===== src/rtl/pwm_pkg.sv =====
// Package with register map, widths and reset values of the waveform generator.
package pwm_pkg;

    // ----------------------------------------------------------------
    // Register map
    // ----------------------------------------------------------------
    localparam logic [11:0] ADDR_ENABLE   = 12'h000;
    localparam logic [11:0] ADDR_POLARITY = 12'h004;
    localparam logic [11:0] ADDR_CONTROL  = 12'h008;
    localparam logic [11:0] ADDR_CHAN0    = 12'h010;
    localparam logic [11:0] CHAN_STRIDE   = 12'h010;
    localparam logic [3:0]  SUB_COUNTER   = 4'h0;
    localparam logic [3:0]  SUB_PERIOD    = 4'h4;
    localparam logic [3:0]  SUB_DUTY      = 4'h8;

    // ----------------------------------------------------------------
    // Widths and reset values
    // ----------------------------------------------------------------
    localparam int          CNT_W       = 8;
    localparam logic [7:0]  COUNT_ZERO  = 8'h00;
    localparam logic [7:0]  PERIOD_RST  = 8'hFF;
    localparam logic [7:0]  DUTY_RST    = 8'hFF;
    localparam logic [31:0] READ_ZERO   = 32'h0000_0000;

endpackage : pwm_pkg


===== src/rtl/pwm_chan_if.sv =====
// Interface carrying one channel's controls and state between top and channel.
`timescale 1ns/1ps
interface pwm_chan_if;
    logic       enable;
    logic       centerAlign;
    logic       polarity;
    logic       counterWrite;
    logic       periodWrite;
    logic       dutyWrite;
    logic [7:0] wrData;
    logic [7:0] counter;
    logic       wave;

    modport top  (output enable, centerAlign, polarity, counterWrite, periodWrite,
                  dutyWrite, wrData, input counter, wave);
    modport chan (input enable, centerAlign, polarity, counterWrite, periodWrite,
                  dutyWrite, wrData, output counter, wave);
endinterface : pwm_chan_if


===== src/rtl/pwm_channel.sv =====
// One channel: counter, double-buffered period and duty, output flip-flop.
`timescale 1ns/1ps
module pwm_channel
    import pwm_pkg::*;
(
    input  wire logic ref_clk,
    input  wire logic rstn,
    input  wire logic clkEn,
    input  wire logic tick,
    pwm_chan_if.chan  ch
);
    logic [7:0] counter;
    logic [7:0] period;
    logic [7:0] duty;
    logic [7:0] periodBuf;
    logic [7:0] dutyBuf;
    logic       countDown;
    logic       flop;
    logic       run;
    logic       periodEnd;

    assign run = ch.enable && tick && clkEn;
    // Left end at period match, center end when the down count reaches zero.
    assign periodEnd = ch.centerAlign ? (countDown && counter == 8'h01)
                                      : (counter == period - 8'h01);

    // ----------------------------------------------------------------
    // Buffers and active values
    // ----------------------------------------------------------------
    always_ff @(posedge ref_clk or negedge rstn) begin
        if (!rstn) begin
            periodBuf <= PERIOD_RST;
            dutyBuf   <= DUTY_RST;
            period    <= PERIOD_RST;
            duty      <= DUTY_RST;
        end else if (clkEn) begin
            if (ch.periodWrite) begin
                periodBuf <= ch.wrData;
                if (!ch.enable) begin
                    period <= ch.wrData;
                end
            end
            if (ch.dutyWrite) begin
                dutyBuf <= ch.wrData;
                if (!ch.enable) begin
                    duty <= ch.wrData;
                end
            end
            if (ch.counterWrite || (run && periodEnd)) begin
                period <= periodBuf;
                duty   <= dutyBuf;
            end
        end
    end

    // ----------------------------------------------------------------
    // Counter and direction
    // ----------------------------------------------------------------
    always_ff @(posedge ref_clk or negedge rstn) begin
        if (!rstn) begin
            counter   <= COUNT_ZERO;
            countDown <= 1'b0;
        end else if (clkEn) begin
            if (ch.counterWrite) begin
                counter   <= COUNT_ZERO;
                countDown <= 1'b0;
            end else if (run) begin
                if (period == COUNT_ZERO) begin
                    counter   <= COUNT_ZERO;
                    countDown <= 1'b0;
                end else if (!ch.centerAlign) begin
                    countDown <= 1'b0;
                    // Counts 0 .. period-1 then wraps.
                    counter <= periodEnd ? COUNT_ZERO : counter + 8'h01;
                end else if (!countDown) begin
                    if (counter + 8'h01 >= period) begin
                        countDown <= 1'b1;
                    end
                    counter <= counter + 8'h01;
                end else begin
                    counter <= counter - 8'h01;
                    if (counter == 8'h01) begin
                        countDown <= 1'b0;
                    end
                end
            end
        end
    end

    // ----------------------------------------------------------------
    // Output flip-flop (high means "past duty match")
    // ----------------------------------------------------------------
    // The flop is derived from the next counter position so that the
    // waveform level matches the counter in the same cycle.
    logic [7:0] nextCount;
    always_comb begin
        nextCount = counter;
        if (ch.counterWrite || period == COUNT_ZERO) begin
            nextCount = COUNT_ZERO;
        end else if (run) begin
            if (!ch.centerAlign) begin
                nextCount = periodEnd ? COUNT_ZERO : counter + 8'h01;
            end else if (!countDown) begin
                nextCount = counter + 8'h01;
            end else begin
                nextCount = counter - 8'h01;
            end
        end
    end

    always_ff @(posedge ref_clk or negedge rstn) begin
        if (!rstn) begin
            flop <= 1'b0;
        end else if (clkEn) begin
            if (ch.counterWrite) begin
                flop <= 1'b0;
            end else if (run && !ch.centerAlign && periodEnd) begin
                flop <= 1'b0;
            end else if (run && nextCount == duty) begin
                flop <= ~flop;
            end else if (run && ch.centerAlign && nextCount == COUNT_ZERO) begin
                flop <= 1'b0;
            end
        end
    end

    // Boundary cases override the toggle flop so the level is steady.
    always_comb begin
        if (period == COUNT_ZERO) begin
            ch.wave = ch.polarity;
        end else if (duty == COUNT_ZERO) begin
            ch.wave = ~ch.polarity;
        end else if (duty >= period) begin
            ch.wave = ch.polarity;
        end else begin
            ch.wave = ch.polarity ^ flop;
        end
    end

    assign ch.counter = counter;

endmodule : pwm_channel


===== src/rtl/pwm_channel_waveform_gen.sv =====
// Top of the multi-channel 8-bit waveform generator with its APB register file.
`timescale 1ns/1ps
// Overview of operation
// - Alignment select bit 0 gives left-aligned, 1 gives center-aligned output.
// - Left-aligned counter counts only upward, once per channel tick.
// - Counter equal to duty toggles the output flip-flop.
// - Left-aligned period match clears counter and flop, loads buffered values.
// - Left-aligned counter runs zero to period minus one.
// - Polarity 0 high time is period minus duty; polarity 1 is duty.
// - Center-aligned counter counts up and down, forced up at zero.
// - Center-aligned period match turns counting down without clearing.
// - Down count meeting duty toggles the flop a second time.
// - Down count reaching zero turns up and loads buffered values.
// - Center-aligned effective period equals twice the period value.
// - Zero duty with nonzero period: low for polarity 1, high for 0.
// - Zero period holds counter at zero; output equals polarity.
// - Duty at or above period with polarity 1 keeps output high.
// - Reset sets every counter to count upward.
// - Reset disables all channels; no counter advances.
// - The block raises no interrupts.
// - Disabled channel holds its counter; re-enable resumes from it.
// - Counter write clears it, counts up, loads buffers, resets output.
// - Disabled channel writes period and duty to buffer and active value.
// - Polarity set starts high, drops at duty; cleared starts low.
module pwm_channel_waveform_gen
    import pwm_pkg::*;
#(
    parameter int NUM_CH = 2
) (
    input  wire logic              ref_clk,
    input  wire logic              rstn,
    input  wire logic              clkEn,
    input  wire logic [NUM_CH-1:0] chanTick,
    input  wire logic              psel,
    input  wire logic              penable,
    input  wire logic              pwrite,
    input  wire logic [11:0]       paddr,
    input  wire logic [31:0]       pwdata,
    output logic                   pready,
    output logic                   pslverr,
    output logic [31:0]            prdata,
    output logic [NUM_CH-1:0]      waveform_output
);
    // ----------------------------------------------------------------
    // Control registers
    // ----------------------------------------------------------------
    logic [NUM_CH-1:0] channel_enable;
    logic [NUM_CH-1:0] start_polarity;
    logic [NUM_CH-1:0] center_align_select;
    logic [NUM_CH-1:0] wave;
    logic [7:0]        counts [NUM_CH];
    logic              setup;
    logic              doWrite;
    logic [31:0]       next_prdata;
    logic              next_err;

    // Answer in the access cycle: pready registered high during setup.
    assign setup   = psel && !penable;
    assign doWrite = psel && penable && pready && pwrite;

    always_ff @(posedge ref_clk or negedge rstn) begin
        if (!rstn) begin
            channel_enable      <= '0;
            start_polarity      <= '0;
            center_align_select <= '0;
        end else if (clkEn && doWrite) begin
            if (paddr == ADDR_ENABLE) begin
                channel_enable <= pwdata[NUM_CH-1:0];
            end else if (paddr == ADDR_POLARITY) begin
                start_polarity <= pwdata[NUM_CH-1:0];
            end else if (paddr == ADDR_CONTROL) begin
                center_align_select <= pwdata[NUM_CH-1:0];
            end
        end
    end

    // ----------------------------------------------------------------
    // Channels
    // ----------------------------------------------------------------
    for (genvar i = 0; i < NUM_CH; i++) begin : g_ch
        localparam logic [11:0] BASE = ADDR_CHAN0 + 12'(i) * CHAN_STRIDE;
        pwm_chan_if chIf ();
        logic       hit;
        assign hit                = doWrite && paddr[11:4] == BASE[11:4];
        assign chIf.enable        = channel_enable[i];
        assign chIf.centerAlign   = center_align_select[i];
        assign chIf.polarity      = start_polarity[i];
        assign chIf.wrData        = pwdata[7:0];
        assign chIf.counterWrite  = hit && paddr[3:0] == SUB_COUNTER;
        assign chIf.periodWrite   = hit && paddr[3:0] == SUB_PERIOD;
        assign chIf.dutyWrite     = hit && paddr[3:0] == SUB_DUTY;
        assign counts[i]          = chIf.counter;
        assign wave[i]            = chIf.wave;
        pwm_channel u_chan (
            .ref_clk (ref_clk),
            .rstn    (rstn),
            .clkEn   (clkEn),
            .tick    (chanTick[i]),
            .ch      (chIf)
        );
    end

    // ----------------------------------------------------------------
    // Read decode
    // ----------------------------------------------------------------
    always_comb begin
        next_prdata = READ_ZERO;
        next_err    = 1'b1;
        if (paddr == ADDR_ENABLE) begin
            next_prdata[NUM_CH-1:0] = channel_enable;
            next_err = 1'b0;
        end else if (paddr == ADDR_POLARITY) begin
            next_prdata[NUM_CH-1:0] = start_polarity;
            next_err = 1'b0;
        end else if (paddr == ADDR_CONTROL) begin
            next_prdata[NUM_CH-1:0] = center_align_select;
            next_err = 1'b0;
        end
        for (int k = 0; k < NUM_CH; k++) begin
            if (paddr == ADDR_CHAN0 + 12'(k) * CHAN_STRIDE + 12'(SUB_COUNTER)) begin
                next_prdata[7:0] = counts[k];
                next_err = 1'b0;
            end else if (paddr[11:4] == 8'(({4'h0, ADDR_CHAN0} + k * 16) >> 4)
                         && (paddr[3:0] == SUB_PERIOD || paddr[3:0] == SUB_DUTY)) begin
                next_err = 1'b0;
            end
        end
    end

    always_ff @(posedge ref_clk or negedge rstn) begin
        if (!rstn) begin
            pready  <= 1'b0;
            pslverr <= 1'b0;
            prdata  <= READ_ZERO;
        end else if (clkEn) begin
            pready  <= setup;
            pslverr <= setup && next_err;
            if (setup && !pwrite) begin
                prdata <= next_prdata;
            end
        end
    end

    // No interrupt output exists.
    always_ff @(posedge ref_clk or negedge rstn) begin
        if (!rstn) begin
            waveform_output <= '0;
        end else if (clkEn) begin
            waveform_output <= wave;
        end
    end

endmodule : pwm_channel_waveform_gen


===== config.mk =====
export PLATFORM = sky130hd
export DESIGN_NAME = pwm_channel_waveform_gen
export DESIGN_NICKNAME = d
export VERILOG_FILES = /design/src/rtl/pwm_pkg.sv /design/src/rtl/pwm_chan_if.sv /design/src/rtl/pwm_channel.sv /design/src/rtl/pwm_channel_waveform_gen.sv
export SDC_FILE = /design/constraint.sdc
export NUM_CORES = 1
export LEC_CHECK = 0
export BUFFER_PORTS_ARGS = -buffer_cell sky130_fd_sc_hd__buf_2
export CORE_UTILIZATION = 50
export CTS_CLUSTER_DIAMETER = 50
export DETAILED_ROUTE_END_ITERATION = 12
export GPL_TIMING_DRIVEN = 1
export HOLD_SLACK_MARGIN = 0.12
export PLACE_DENSITY = 0.72
export SLEW_MARGIN = 20
export SYNTH_ARGS = -nofsm -noshare
export SYNTH_HDL_FRONTEND = slang
export SYNTH_HIERARCHICAL = 1
export SYNTH_SLANG_ARGS = --single-unit

===== constraint.sdc =====
create_clock -name ref_clk -period 4.2 [get_ports ref_clk]
set_clock_uncertainty 0.05 [all_clocks]
set_input_delay 0.84 -clock ref_clk [delete_from_list [all_inputs] [get_ports ref_clk]]
set_output_delay 0.84 -clock ref_clk [all_outputs]
set_load 0.02 [all_outputs]

Word level (Yosys, flattened, before mapping)
Index checks and enable logic that the tools add are counted.

Magnitude comparators: 4. Div/mod/pow operators: 0. Shift operators: 0. Mux-type cells: 68. Bitwise gates (word level): 8. Multiply operators: 0. Add/subtract/negate cells: 6. Reductions and logical operators: 76. Equality and inequality tests: 16.

Operators by type and width (number): 8-bit two-way mux (28); 8-bit logical NOT (6); 1-bit two-way mux (37); 1-bit logical AND (35); 8-bit == test (4); 8-bit greater-or-equal comparator (4); 8-bit by 1-bit subtractor with 8-bit output, second input constant (4); 8-bit by 1-bit == test with 1-bit output, second input constant (3); 2-bit AND reduction (10); 8-bit by 1-bit adder with 8-bit output, second input constant (2); 3-bit AND reduction (5); 12-bit by 3-bit == test with 1-bit output, second input constant (1); 12-bit by 4-bit == test with 1-bit output, second input constant (1); 12-bit by 5-bit == test with 1-bit output, second input constant (1); 12-bit by 6-bit == test with 1-bit output, second input constant (1); 12-bit logical NOT (1); 2-bit nonzero test (6); 8-bit by 2-bit == test with 1-bit output, second input constant (1); 4-bit nonzero test (2); 2-bit two-way mux (3); 1-bit inverter (6); 1-bit logical OR (5); 4-bit by 3-bit == test with 1-bit output, second input constant (1); 4-bit == test, second input constant (1); 5 further kinds (10).

Logic and storage cells: 199. Memories kept: 0. Bits in writable memories: 0. Register bits: 102. ROM bits: 0. Latch bits: 0.

Logic depth before layout (Yosys ltp)
Gate-level depths: netlist (run 1).

Depth in word-level cells: 13. Mapped depth: 13. Depth with buffers taken out: 12.

Modules after synthesis
Netlist (run 1), hierarchy kept.

By module, submodules not included: pwm_channel at g_ch[0].u_chan (times used 1, area each 3524.6 um^2, cells each 368); pwm_channel at g_ch[1].u_chan (times used 1, area each 3271.9 um^2, cells each 360); pwm_channel_waveform_gen (times used 1, area each 1203.7 um^2, cells each 127).

Worst setup path after synthesis (run 1)
No wires, ideal clock.

Path type: input to register. Start point: input paddr[9]. End point: register g_ch[0].u_chan.flop. Slack: 86 ps. Setup time: 79 ps. Stages: 12. Arrival time: 3985 ps. Required time: 4071 ps. Buffers on the path: 1. Path through: or4_1 -> buf_2 -> or4_1 -> nor2_1 -> a2111o_1 -> a21oi_1 -> a2111o_1 -> a311o_1 -> a31oi_4 -> nand4_1 -> nor4_2 -> mux2i_1.

Cells in the longest elaborated chain, start to end: 10. Elaborated cells on any way between the ends: 14. Those cells by class: eq/ne: 2; mux: 4; reduce/logical: 8.

RTL lines: start, declared (RTL line pwm_channel_waveform_gen.sv:37) `input wire logic [11:0] paddr,`; 8-bit by 1-bit == test with 1-bit output (*) (RTL line pwm_channel_waveform_gen.sv:84) `assign hit = doWrite && paddr[11:4] == BASE[11:4];`; 1-bit logical AND (*) (RTL line pwm_channel_waveform_gen.sv:84); 1-bit logical AND (*) (RTL line pwm_channel_waveform_gen.sv:89) `assign chIf.counterWrite = hit && paddr[3:0] == SUB_COUNTER;`; net g_ch[0].chIf.counterWrite (RTL line pwm_chan_if.sv:7) `logic counterWrite;`; 1-bit logical OR (RTL line pwm_channel.sv:98) `if (ch.counterWrite || period == COUNT_ZERO) begin`; 8-bit two-way mux (RTL line pwm_channel.sv:98); 8-bit == test (RTL line pwm_channel.sv:119) `end else if (run && nextCount == duty) begin`; 1-bit logical AND (RTL line pwm_channel.sv:119); 1-bit two-way mux (RTL line pwm_channel.sv:119); 1-bit two-way mux (RTL line pwm_channel.sv:117) `end else if (run && !ch.centerAlign && periodEnd) begin`; 1-bit two-way mux (RTL line pwm_channel.sv:115) `if (ch.counterWrite) begin`; end signal, assigned (RTL line pwm_channel.sv:120) `flop <= ~flop;`; end, declared (RTL line pwm_channel.sv:18) `logic flop;`.

Mark *: on every way through the listed nets, which the timed path passes. The rest lies on a longest branch. A chain may end at the register's enable or synchronous reset.

Worst setup path in the final report (run 1)
Ends and elaborated chain as after synthesis.

==> summary.txt, run 1 <==
SYNTH
--------------------------------------------------------------------------------------
Synth Register Bits                                                                102
Area share of the largest cell type after synthesis                             21.02%
Async set-reset flop share out of synthesis                                     100.0%
Sequential share of the synthesized area                                        32.91%
Number of unique standard cell types used by synthesis                              92
Cell with the most instances after synthesis                                   nand2_1
Count of flip-flops with a built-in enable after synthesis                           0
Number of synthesis warnings                                                         6
Most frequent cells after synthesis                                       74 x nand2_1, 64 x dfstp_2, 53 x o21ai_0
Biggest area consumer among synthesized cells                                  dfstp_2
Biggest area contributors in the synthesized netlist                      dfstp_2 21%, dfrtp_1 12%, ha_1 6.6%
Ys flop type                                                                   dfstp_2
Synth Cell Area                                                              8000 um^2
Number of standard cells after synthesis                                           855
Mean post-synth cell area                                                   9.357 um^2

SETUP PATH
--------------------------------------------------------------------------------------
Capturing instance or port of the critical path                           g_ch[0].u_chan/flop$_DFFE_PN0P_
Largest delay share family, worst path                                    simple AND/OR/NAND/NOR gates
Data arrival time at the worst-slack endpoint                                  3.95 ns
Worst R2R End                                                             g_ch[1].u_chan/flop$_DFFE_PN0P_
CP Class                                                                  input pin to register
Slack of the worst reg-to-reg path                                             0.57 ns
Timing startpoint of the critical path                                        paddr[9]
Depth of the worst register-to-register path                                        11
Kind of launch point of the worst setup path                                 input pin
Critical path buffers and inverters                                                  1
Critical-path maximum fanout                                                         2
Stage delay of the slowest cell on the critical path                           0.56 ns
Reg2reg start                                                             g_ch[1].u_chan/period[0]$_DFFE_PN1P_
Endpoint type of the worst setup path                                         register
Crit. path cell count                                                               12
Cell at the slowest stage of the critical path                                   or4_1
Cells along the critical path                                             buf_2 > or4_1 > or4_1 > nor2_1 > a2111o_1 > a21oi_1 > a2111o_1 > a311o_1 > a31oi_4 > nand4_1 > nor4_2 > mux2i_1
Worst path required time                                                       4.43 ns

CELLS AND AREA
--------------------------------------------------------------------------------------
Layout overhead on the synthesized area                                         8.602%
Number of diodes                                                                     0
Final std cells w/o fill                                                          1103
Share of post-route cells with drive strength above 1                           23.99%
Nets                                                                               981

GRT
--------------------------------------------------------------------------------------
Initial antenna violation count                                                      0
GRT Overall Usage                                                               26.05%
Global-route wire length before repair                                        33.40 mm
Leftover overflow at the end of global routing                                       0
Via count of the first global-routing pass                                        6346
Maximum number of pins on one net before global-route repair                        85

DETAILED ROUTING
--------------------------------------------------------------------------------------
Final antenna-violating net count                                                    0
Number of detailed-route iterations in the first pass                                5
Aggregate routed wire length                                                  20.86 mm
Post-route DRC violation count                                                       0
Total number of vias                                                              6753
Routed WL per cell                                                            18.91 um
Initial DRC count                                                                  598
Mean number of vias per cell                                                     6.122

TIMING
--------------------------------------------------------------------------------------
Final Hold Vio Count                                                                 0
Final setup violation count                                                          0
Max-slew violation count                                                             0
Tightest slew margin relative to the limit                                      34.29%
Minimum clock period                                                          3.726 ns
Transition at the pin with the smallest max-transition slack                 0.9824 ns
Post-route setup TNS                                                              0 ns
Setup slack of the critical path after layout                                0.4739 ns
Achievable frequency                                                         268.4 MHz
Unrepaired setup endpoints after global routing                                     no
Worst hold-check slack                                                       0.4383 ns
Final cycle utilization of the critical path                                    88.72%

CLOCK NETWORK
--------------------------------------------------------------------------------------
Total of cells resized after clock tree synthesis                                    0
Inserted Clock Buffers                                                               9
Hold bufs inserted after CTS                                                         0
CTS tree                                                                           yes
# Post-CTS Setup Buffers                                                             0
Clock sink count                                                                   102
Clock slew at the register clock pins of the worst setup and hold paths        0.08 ns
Root Buffer Master                                                           clkbuf_16
Clock tree buffer depth                                                              2
Worst skew pair latency                                                        0.36 ns
Clock H-tree levels                                                                  3

POWER AND IR DROP
--------------------------------------------------------------------------------------
Total power density per cell area                                         240.7 nW/um^2
Lkg Pwr                                                                       3.859 nW
Max IR drop VDD                                                              0.2015 mV
Overall Power                                                                 2.091 mW
Proportion of power drawn by flip-flops and latches                              48.1%
Switching share of total power                                                  24.74%
Internal power of the cells                                                   1.574 mW
Switching power total                                                        0.5173 mW
Clk network pwr share                                                            44.8%
Gate power share                                                                  7.0%

FLOW RUN
--------------------------------------------------------------------------------------
Number of max-cap violations                                                         0

WORST HOLD PATH
--------------------------------------------------------------------------------------
Number of instances on the worst hold path                                           1
HP Class                                                                  register to register

FLOORPLAN
--------------------------------------------------------------------------------------
Ports placed on the boundary                                                        88
Core footprint                                                              15430 um^2
Die Width                                                                     128.5 um
Overall die area                                                            16510 um^2
Die H                                                                         128.5 um
Row count                                                                           45
Initial core utilization                                                        51.86%

PLACE
--------------------------------------------------------------------------------------
Dpl ws                                                                       0.1341 ns
DP HPWL                                                                       15.27 mm
Routability cong.                                                               0.9692
Dpl cells                                                                         1087
PortBufs                                                                            39

STATUS
--------------------------------------------------------------------------------------
Run status                                                                complete, no violations

[sequential cells by signal (all words and copies together), names as in the netlist]
name and flops:
center_align_select 2, channel_enable 2, g_ch.u_chan/ch.counter 16, g_ch.u_chan/countDown 2, g_ch.u_chan/duty 16, g_ch.u_chan/dutyBuf 16
g_ch.u_chan/flop 2, g_ch.u_chan/period 16, g_ch.u_chan/periodBuf 16, prdata 8, pready 1, pslverr 1
start_polarity 2, waveform_output 2
[logic make-up (layout without fill, tap and decap cells)]
family	count (synthesis)	after routing	share of synthesized area [%]
fa+ha+maj	42	42	6.569
simple gates	267	267	18.72
xor+xnor	42	42	4.598
compound gates	201	201	18.13
mux	94	94	12.53
buf+inv	106	120	6.506
flops	102	102	32.91
other cells	1	24	0.04687
[layout by cell type (no fill, tap or decap), types with 9 or more instances in the layout]
master / n
buf_4: 20
inv_1: 45
nand3_1: 16
buf_2: 38
or4_1: 10
nor2_1: 45
nand2b_1: 14
nor4_1: 14
conb_1: 24
mux2i_1: 45
dfstp_2: 64
nand2_1: 74
xor2_1: 17
mux2_1: 14
o21ai_0: 53
nor3_1: 13
clkbuf_16: 9
a31oi_1: 11
a21oi_1: 26
a21o_1: 20
dfrtp_1: 38
mux2_2: 35
xnor2_1: 25
ha_1: 42
nor2b_1: 9
[worst min-delay path by stage]
stage / from / endpoint / slack (ns)
3_3_place_gp: pslverr$_DFFE_PN0P_ / pslverr$_DFFE_PN0P_ / 0.42
3_5_place_dp: pslverr$_DFFE_PN0P_ / pslverr$_DFFE_PN0P_ / 0.42
2_1_floorplan: g_ch[1].u_chan/period[1]$_DFFE_PN1P_ / g_ch[1].u_chan/period[1]$_DFFE_PN1P_ / 0.42
5_1_grt: pslverr$_DFFE_PN0P_ / pslverr$_DFFE_PN0P_ / 0.46
4_1_cts: pslverr$_DFFE_PN0P_ / pslverr$_DFFE_PN0P_ / 0.44
6_report: pslverr$_DFFE_PN0P_ / pslverr$_DFFE_PN0P_ / 0.44
[worst reg2reg max path, cell delays in order (launching register included)]
cell,delay [ns]
dfstp_2,0.59
inv_1,0.08
ha_1,0.28
xnor2_1,0.19
a2111oi_2,0.41
nand2_1,0.12
nor4_1,0.74
a31oi_1,0.26
or3_1,0.35
nor4_1,0.18
or4_1,0.18
o221ai_2,0.10
[layout make-up]
| class | instances | area (um^2) |
|---|---|---|
| Fill cell | 1377 | 6739 |
| Multi-Input combinational cell | 670 | 4940 |
| Sequential cell | 102 | 2633 |
| Timing Repair Buffer | 59 | 351.6 |
| Tap cell | 211 | 264.0 |
| Clock buffer | 10 | 229.0 |
| Inverter | 45 | 168.9 |
| Clock inverter | 6 | 102.6 |
[power by group through the flow]
| stage | clock network [mW] | registers (mW) | logic [mW] |
|---|---|---|---|
| 3_3_place_gp | 0 | 1.02 | 0.145 |
| 3_5_place_dp | 0 | 1.02 | 0.147 |
| 6_report | 0.938 | 1.01 | 0.147 |
| 2_1_floorplan | 0 | 1.04 | 0.0719 |
| 4_1_cts | 0.957 | 1.01 | 0.148 |
| 5_1_grt | 0.984 | 1.01 | 0.163 |
[layer usage]
metal	global-route usage, %	part of all wire [%]
met5	0	0
met4	8.581	1.7
met3	3.202	6.7
met2	41.91	45
met1	36.38	46
[through the flow]
stage	cell area [um^2]	util, %
floorplan	8087	-
global placement	8353	54.14
detailed placement	8353	54.14
CTS	8685	56.29
global route	8688	56.32
finish	8688	56.32
(Power assumes the default switching activity.)
==> inputs of run 2 (changes only) <==
ABC_AREA = 1   (was default)
GPL_TIMING_DRIVEN = 0   (was 1)
==> summary.txt, run 2 <==
STATUS
--------------------------------------------------------------------------------------
Run status                                                                complete, no violations

SETUP PATH
--------------------------------------------------------------------------------------
Slack of the worst reg-to-reg path                                             1.24 ns   +0.67 ns
Reg2reg start                                                             g_ch[0].u_chan/period[0]$_DFFE_PN1P_
Worst R2R End                                                             g_ch[0].u_chan/period[7]$_DFFE_PN1P_
Endpoint type of the worst setup path                                         register
CP Class                                                                  input pin to register
Depth of the worst register-to-register path                                        17   +6
Kind of launch point of the worst setup path                                 input pin
Data arrival time at the worst-slack endpoint                                  3.22 ns   -0.73 ns
Worst path required time                                                       4.39 ns   -0.04 ns
Critical-path maximum fanout                                                         7   +5

SYNTH
--------------------------------------------------------------------------------------
Sequential share of the synthesized area                                        33.05%   +0.14 points
Count of flip-flops with a built-in enable after synthesis                           0   unchanged
Mean post-synth cell area                                                   6.927 um^2   -26%
Number of synthesis warnings                                                         6   unchanged
Biggest area contributors in the synthesized netlist                      dfstp_2 21%, nand2_1 15%, dfrtp_1 12%
Synth Cell Area                                                              7966 um^2   -0.42%
Ys flop type                                                                   dfstp_2
Async set-reset flop share out of synthesis                                     100.0%   unchanged
Number of standard cells after synthesis                                          1150   +35%
Biggest area consumer among synthesized cells                                  dfstp_2
Most frequent cells after synthesis                                       319 x nand2_1, 149 x inv_1, 122 x nor2_1
Synth Register Bits                                                                102   unchanged
Number of unique standard cell types used by synthesis                              49   -47%
Area share of the largest cell type after synthesis                             21.11%   +0.089 points
Cell with the most instances after synthesis                                   nand2_1

GRT
--------------------------------------------------------------------------------------
Maximum number of pins on one net before global-route repair                        66   -22%
Via count of the first global-routing pass                                        6664   +5.0%
Leftover overflow at the end of global routing                                       0   unchanged
Initial antenna violation count                                                      0   unchanged
GRT Overall Usage                                                               26.23%   +0.18 points
Global-route wire length before repair                                        33.57 mm   +0.52%

PLACE
--------------------------------------------------------------------------------------
Dpl ws                                                                       0.8631 ns   +0.7289 ns
PortBufs                                                                            39   unchanged
Routability cong.                                                               0.9439   -2.6%
Dpl cells                                                                         1424   +31%
Post-detailed-placement cell area                                            8546 um^2   +2.3%
DP HPWL                                                                       16.23 mm   +6.3%

DETAILED ROUTING
--------------------------------------------------------------------------------------
Post-route DRC violation count                                                       0   unchanged
Aggregate routed wire length                                                  20.71 mm   -0.74%
Number of detailed-route iterations in the first pass                                5   unchanged
Initial DRC count                                                                  667   +12%
Final antenna-violating net count                                                    0   unchanged
DR WL met2                                                                    8.931 mm   -5.3%
Mean number of vias per cell                                                     5.174   -15%
Top routing layer in use                                                          met4
Routed WL per cell                                                            14.39 um   -24%
Wire length the detailed router placed on met1                                10.06 mm   +4.0%
Total number of vias                                                              7446   +10%
Met3 wire len                                                                 1.412 mm   +1.4%

TIMING
--------------------------------------------------------------------------------------
Setup slack of the critical path after layout                                 1.170 ns   +0.6957 ns
Max-slew violation count                                                             0   unchanged
Final cycle utilization of the critical path                                    72.15%   -17 points
Post-route setup TNS                                                              0 ns   unchanged
Unrepaired setup endpoints after global routing                                     no
Worst hold-check slack                                                       0.4403 ns   +0.001987 ns
Final Hold Vio Count                                                                 0   unchanged
Tightest slew margin relative to the limit                                      44.71%   +10 points
Minimum clock period                                                          3.030 ns   -0.6957 ns
Achievable frequency                                                         330.0 MHz   +23%
Transition at the pin with the smallest max-transition slack                 0.8218 ns   -0.1607 ns
Final setup violation count                                                          0   unchanged

CLOCK NETWORK
--------------------------------------------------------------------------------------
Clock tree buffer depth                                                              2   unchanged
Hold bufs inserted after CTS                                                         0   unchanged
Inserted Clock Buffers                                                               9   unchanged
Total of cells resized after clock tree synthesis                                    0   unchanged
Clock sink count                                                                   102   unchanged
CTS tree                                                                           yes
Clock slew at the register clock pins of the worst setup and hold paths        0.07 ns   about the same
Worst skew pair latency                                                        0.35 ns   about the same
Root Buffer Master                                                           clkbuf_16
Clock H-tree levels                                                                  3   unchanged
# Post-CTS Setup Buffers                                                             0   unchanged

FLOORPLAN
--------------------------------------------------------------------------------------
Ports placed on the boundary                                                        88   unchanged
Die Width                                                                     128.2 um   -0.21%
Row count                                                                           45   unchanged
Die H                                                                         128.2 um   -0.21%
Initial core utilization                                                        51.83%   about the same
Overall die area                                                            16440 um^2   -0.41%
Core footprint                                                              15370 um^2   -0.36%

FLOW RUN
--------------------------------------------------------------------------------------
Number of max-cap violations                                                         0   unchanged

CELLS AND AREA
--------------------------------------------------------------------------------------
Final design area excluding fillers                                          8847 um^2   +1.8%
Fill cell instance count of the final layout                                      1478   +7.3%
Final core area utilization                                                     57.56%   +1.2 points
Commonest cells after routing, fill and taps aside                        319 x nand2_1, 149 x inv_1, 122 x nor2_1
Share of post-route cells with drive strength above 1                           18.97%   -5.0 points
Commonest non-fill, non-tap cell in the layout                                 nand2_1
Number of diodes                                                                     0   unchanged
Final std cells w/o fill                                                          1439   +30%
Multi-input combinational cell area                                          4459 um^2   -9.7%
Nets                                                                              1318   +34%
Sequential cell area                                                         2633 um^2   unchanged
Layout overhead on the synthesized area                                         11.06%

WORST HOLD PATH
--------------------------------------------------------------------------------------
Launch instance of the worst min-delay path                               g_ch[0].u_chan/periodBuf[1]$_DFFE_PN1P_
Worst hold endpoint                                                       g_ch[0].u_chan/periodBuf[1]$_DFFE_PN1P_
Number of instances on the worst hold path                                           2   +1
HP Class                                                                  register to register

POWER AND IR DROP
--------------------------------------------------------------------------------------
Overall Power                                                                 2.016 mW   -3.6%
Max IR drop VDD                                                              0.2254 mV   +12%
Lkg Pwr                                                                       4.516 nW   +17%
Total power density per cell area                                         227.9 nW/um^2   -5.3%

==> run 2: critical path: stages <==
cell and delay [ns]:
buf_2 0.10, nor2_1 0.14, nand2_2 0.16, nor3_2 0.24, nand2_1 0.11, nor2_1 0.11, inv_1 0.11, nand2_1 0.10
inv_1 0.07, nand2_1 0.21, inv_1 0.12, nand2_1 0.10, inv_2 0.03, nand2_1 0.14, nand2_1 0.09, nand2_1 0.06
nand2_1 0.05, nor2_1 0.08, nand2_1 0.08, o21ai_1 0.13, nand2_1 0.06, nand2_1 0.06, nand2_1 0.04
==> run 2: worst max path at each step <==
stage	from	end	slack [ns]	cells after the start
global placement	paddr[7]	g_ch[0].u_chan/flop$_DFFE_PN0P_	0.87	23
detailed placement	paddr[11]	g_ch[0].u_chan/flop$_DFFE_PN0P_	0.86	23
finish	paddr[11]	g_ch[0].u_chan/flop$_DFFE_PN0P_	1.17	23
CTS	paddr[11]	g_ch[0].u_chan/flop$_DFFE_PN0P_	1.21	23
global route	paddr[11]	g_ch[0].u_chan/flop$_DFFE_PN0P_	0.82	23
floorplan	paddr[7]	g_ch[0].u_chan/flop$_DFFE_PN0P_	1.47	22
==> run 2: layout make-up <==
class	instances	area share [%]
Clock buffer	12	3.140
Tap cell	211	2.984
Buffer	47	3.734
Inverter	167	7.128
Clock inverter	3	0.2687
Timing Repair Buffer	40	2.588
Multi-Input combinational cell	857	50.40
Sequential cell	102	29.76
==> run 2: logic make-up (layout without fill, tap and decap cells) <==
group                      after synthesis  after routing  synth area share (%)
adders and majority gates               42             42                 6.596
DFF                                    102            102                 33.05
AOI/OAI and AO/OA                      197            197                 14.64
buffers and inverters                  214            269                 12.06
muxes                                    3              3                0.5183
and+or+nand+nor                        570            570                 30.78
xor gates and xnor gates                21             21                 2.309
other                                    1             24               0.04707
==> run 2: power by group <==
group / leakage (nW) / internal, mW / switching [mW]
registers: 1.09 / 0.999 / 0.00699
clock network: 0.151 / 0.471 / 0.368
logic: 3.28 / 0.0568 / 0.115
total: 4.52 / 1.53 / 0.490
==> run 2: routing by layer <==
layer / up-vias / global-route usage, %
met1: 3388 / 38.71
met3: 26 / 3.422
met2: 248 / 40.19
met5: - / 0
li1: 3784 / -
met4: 0 / 6.920
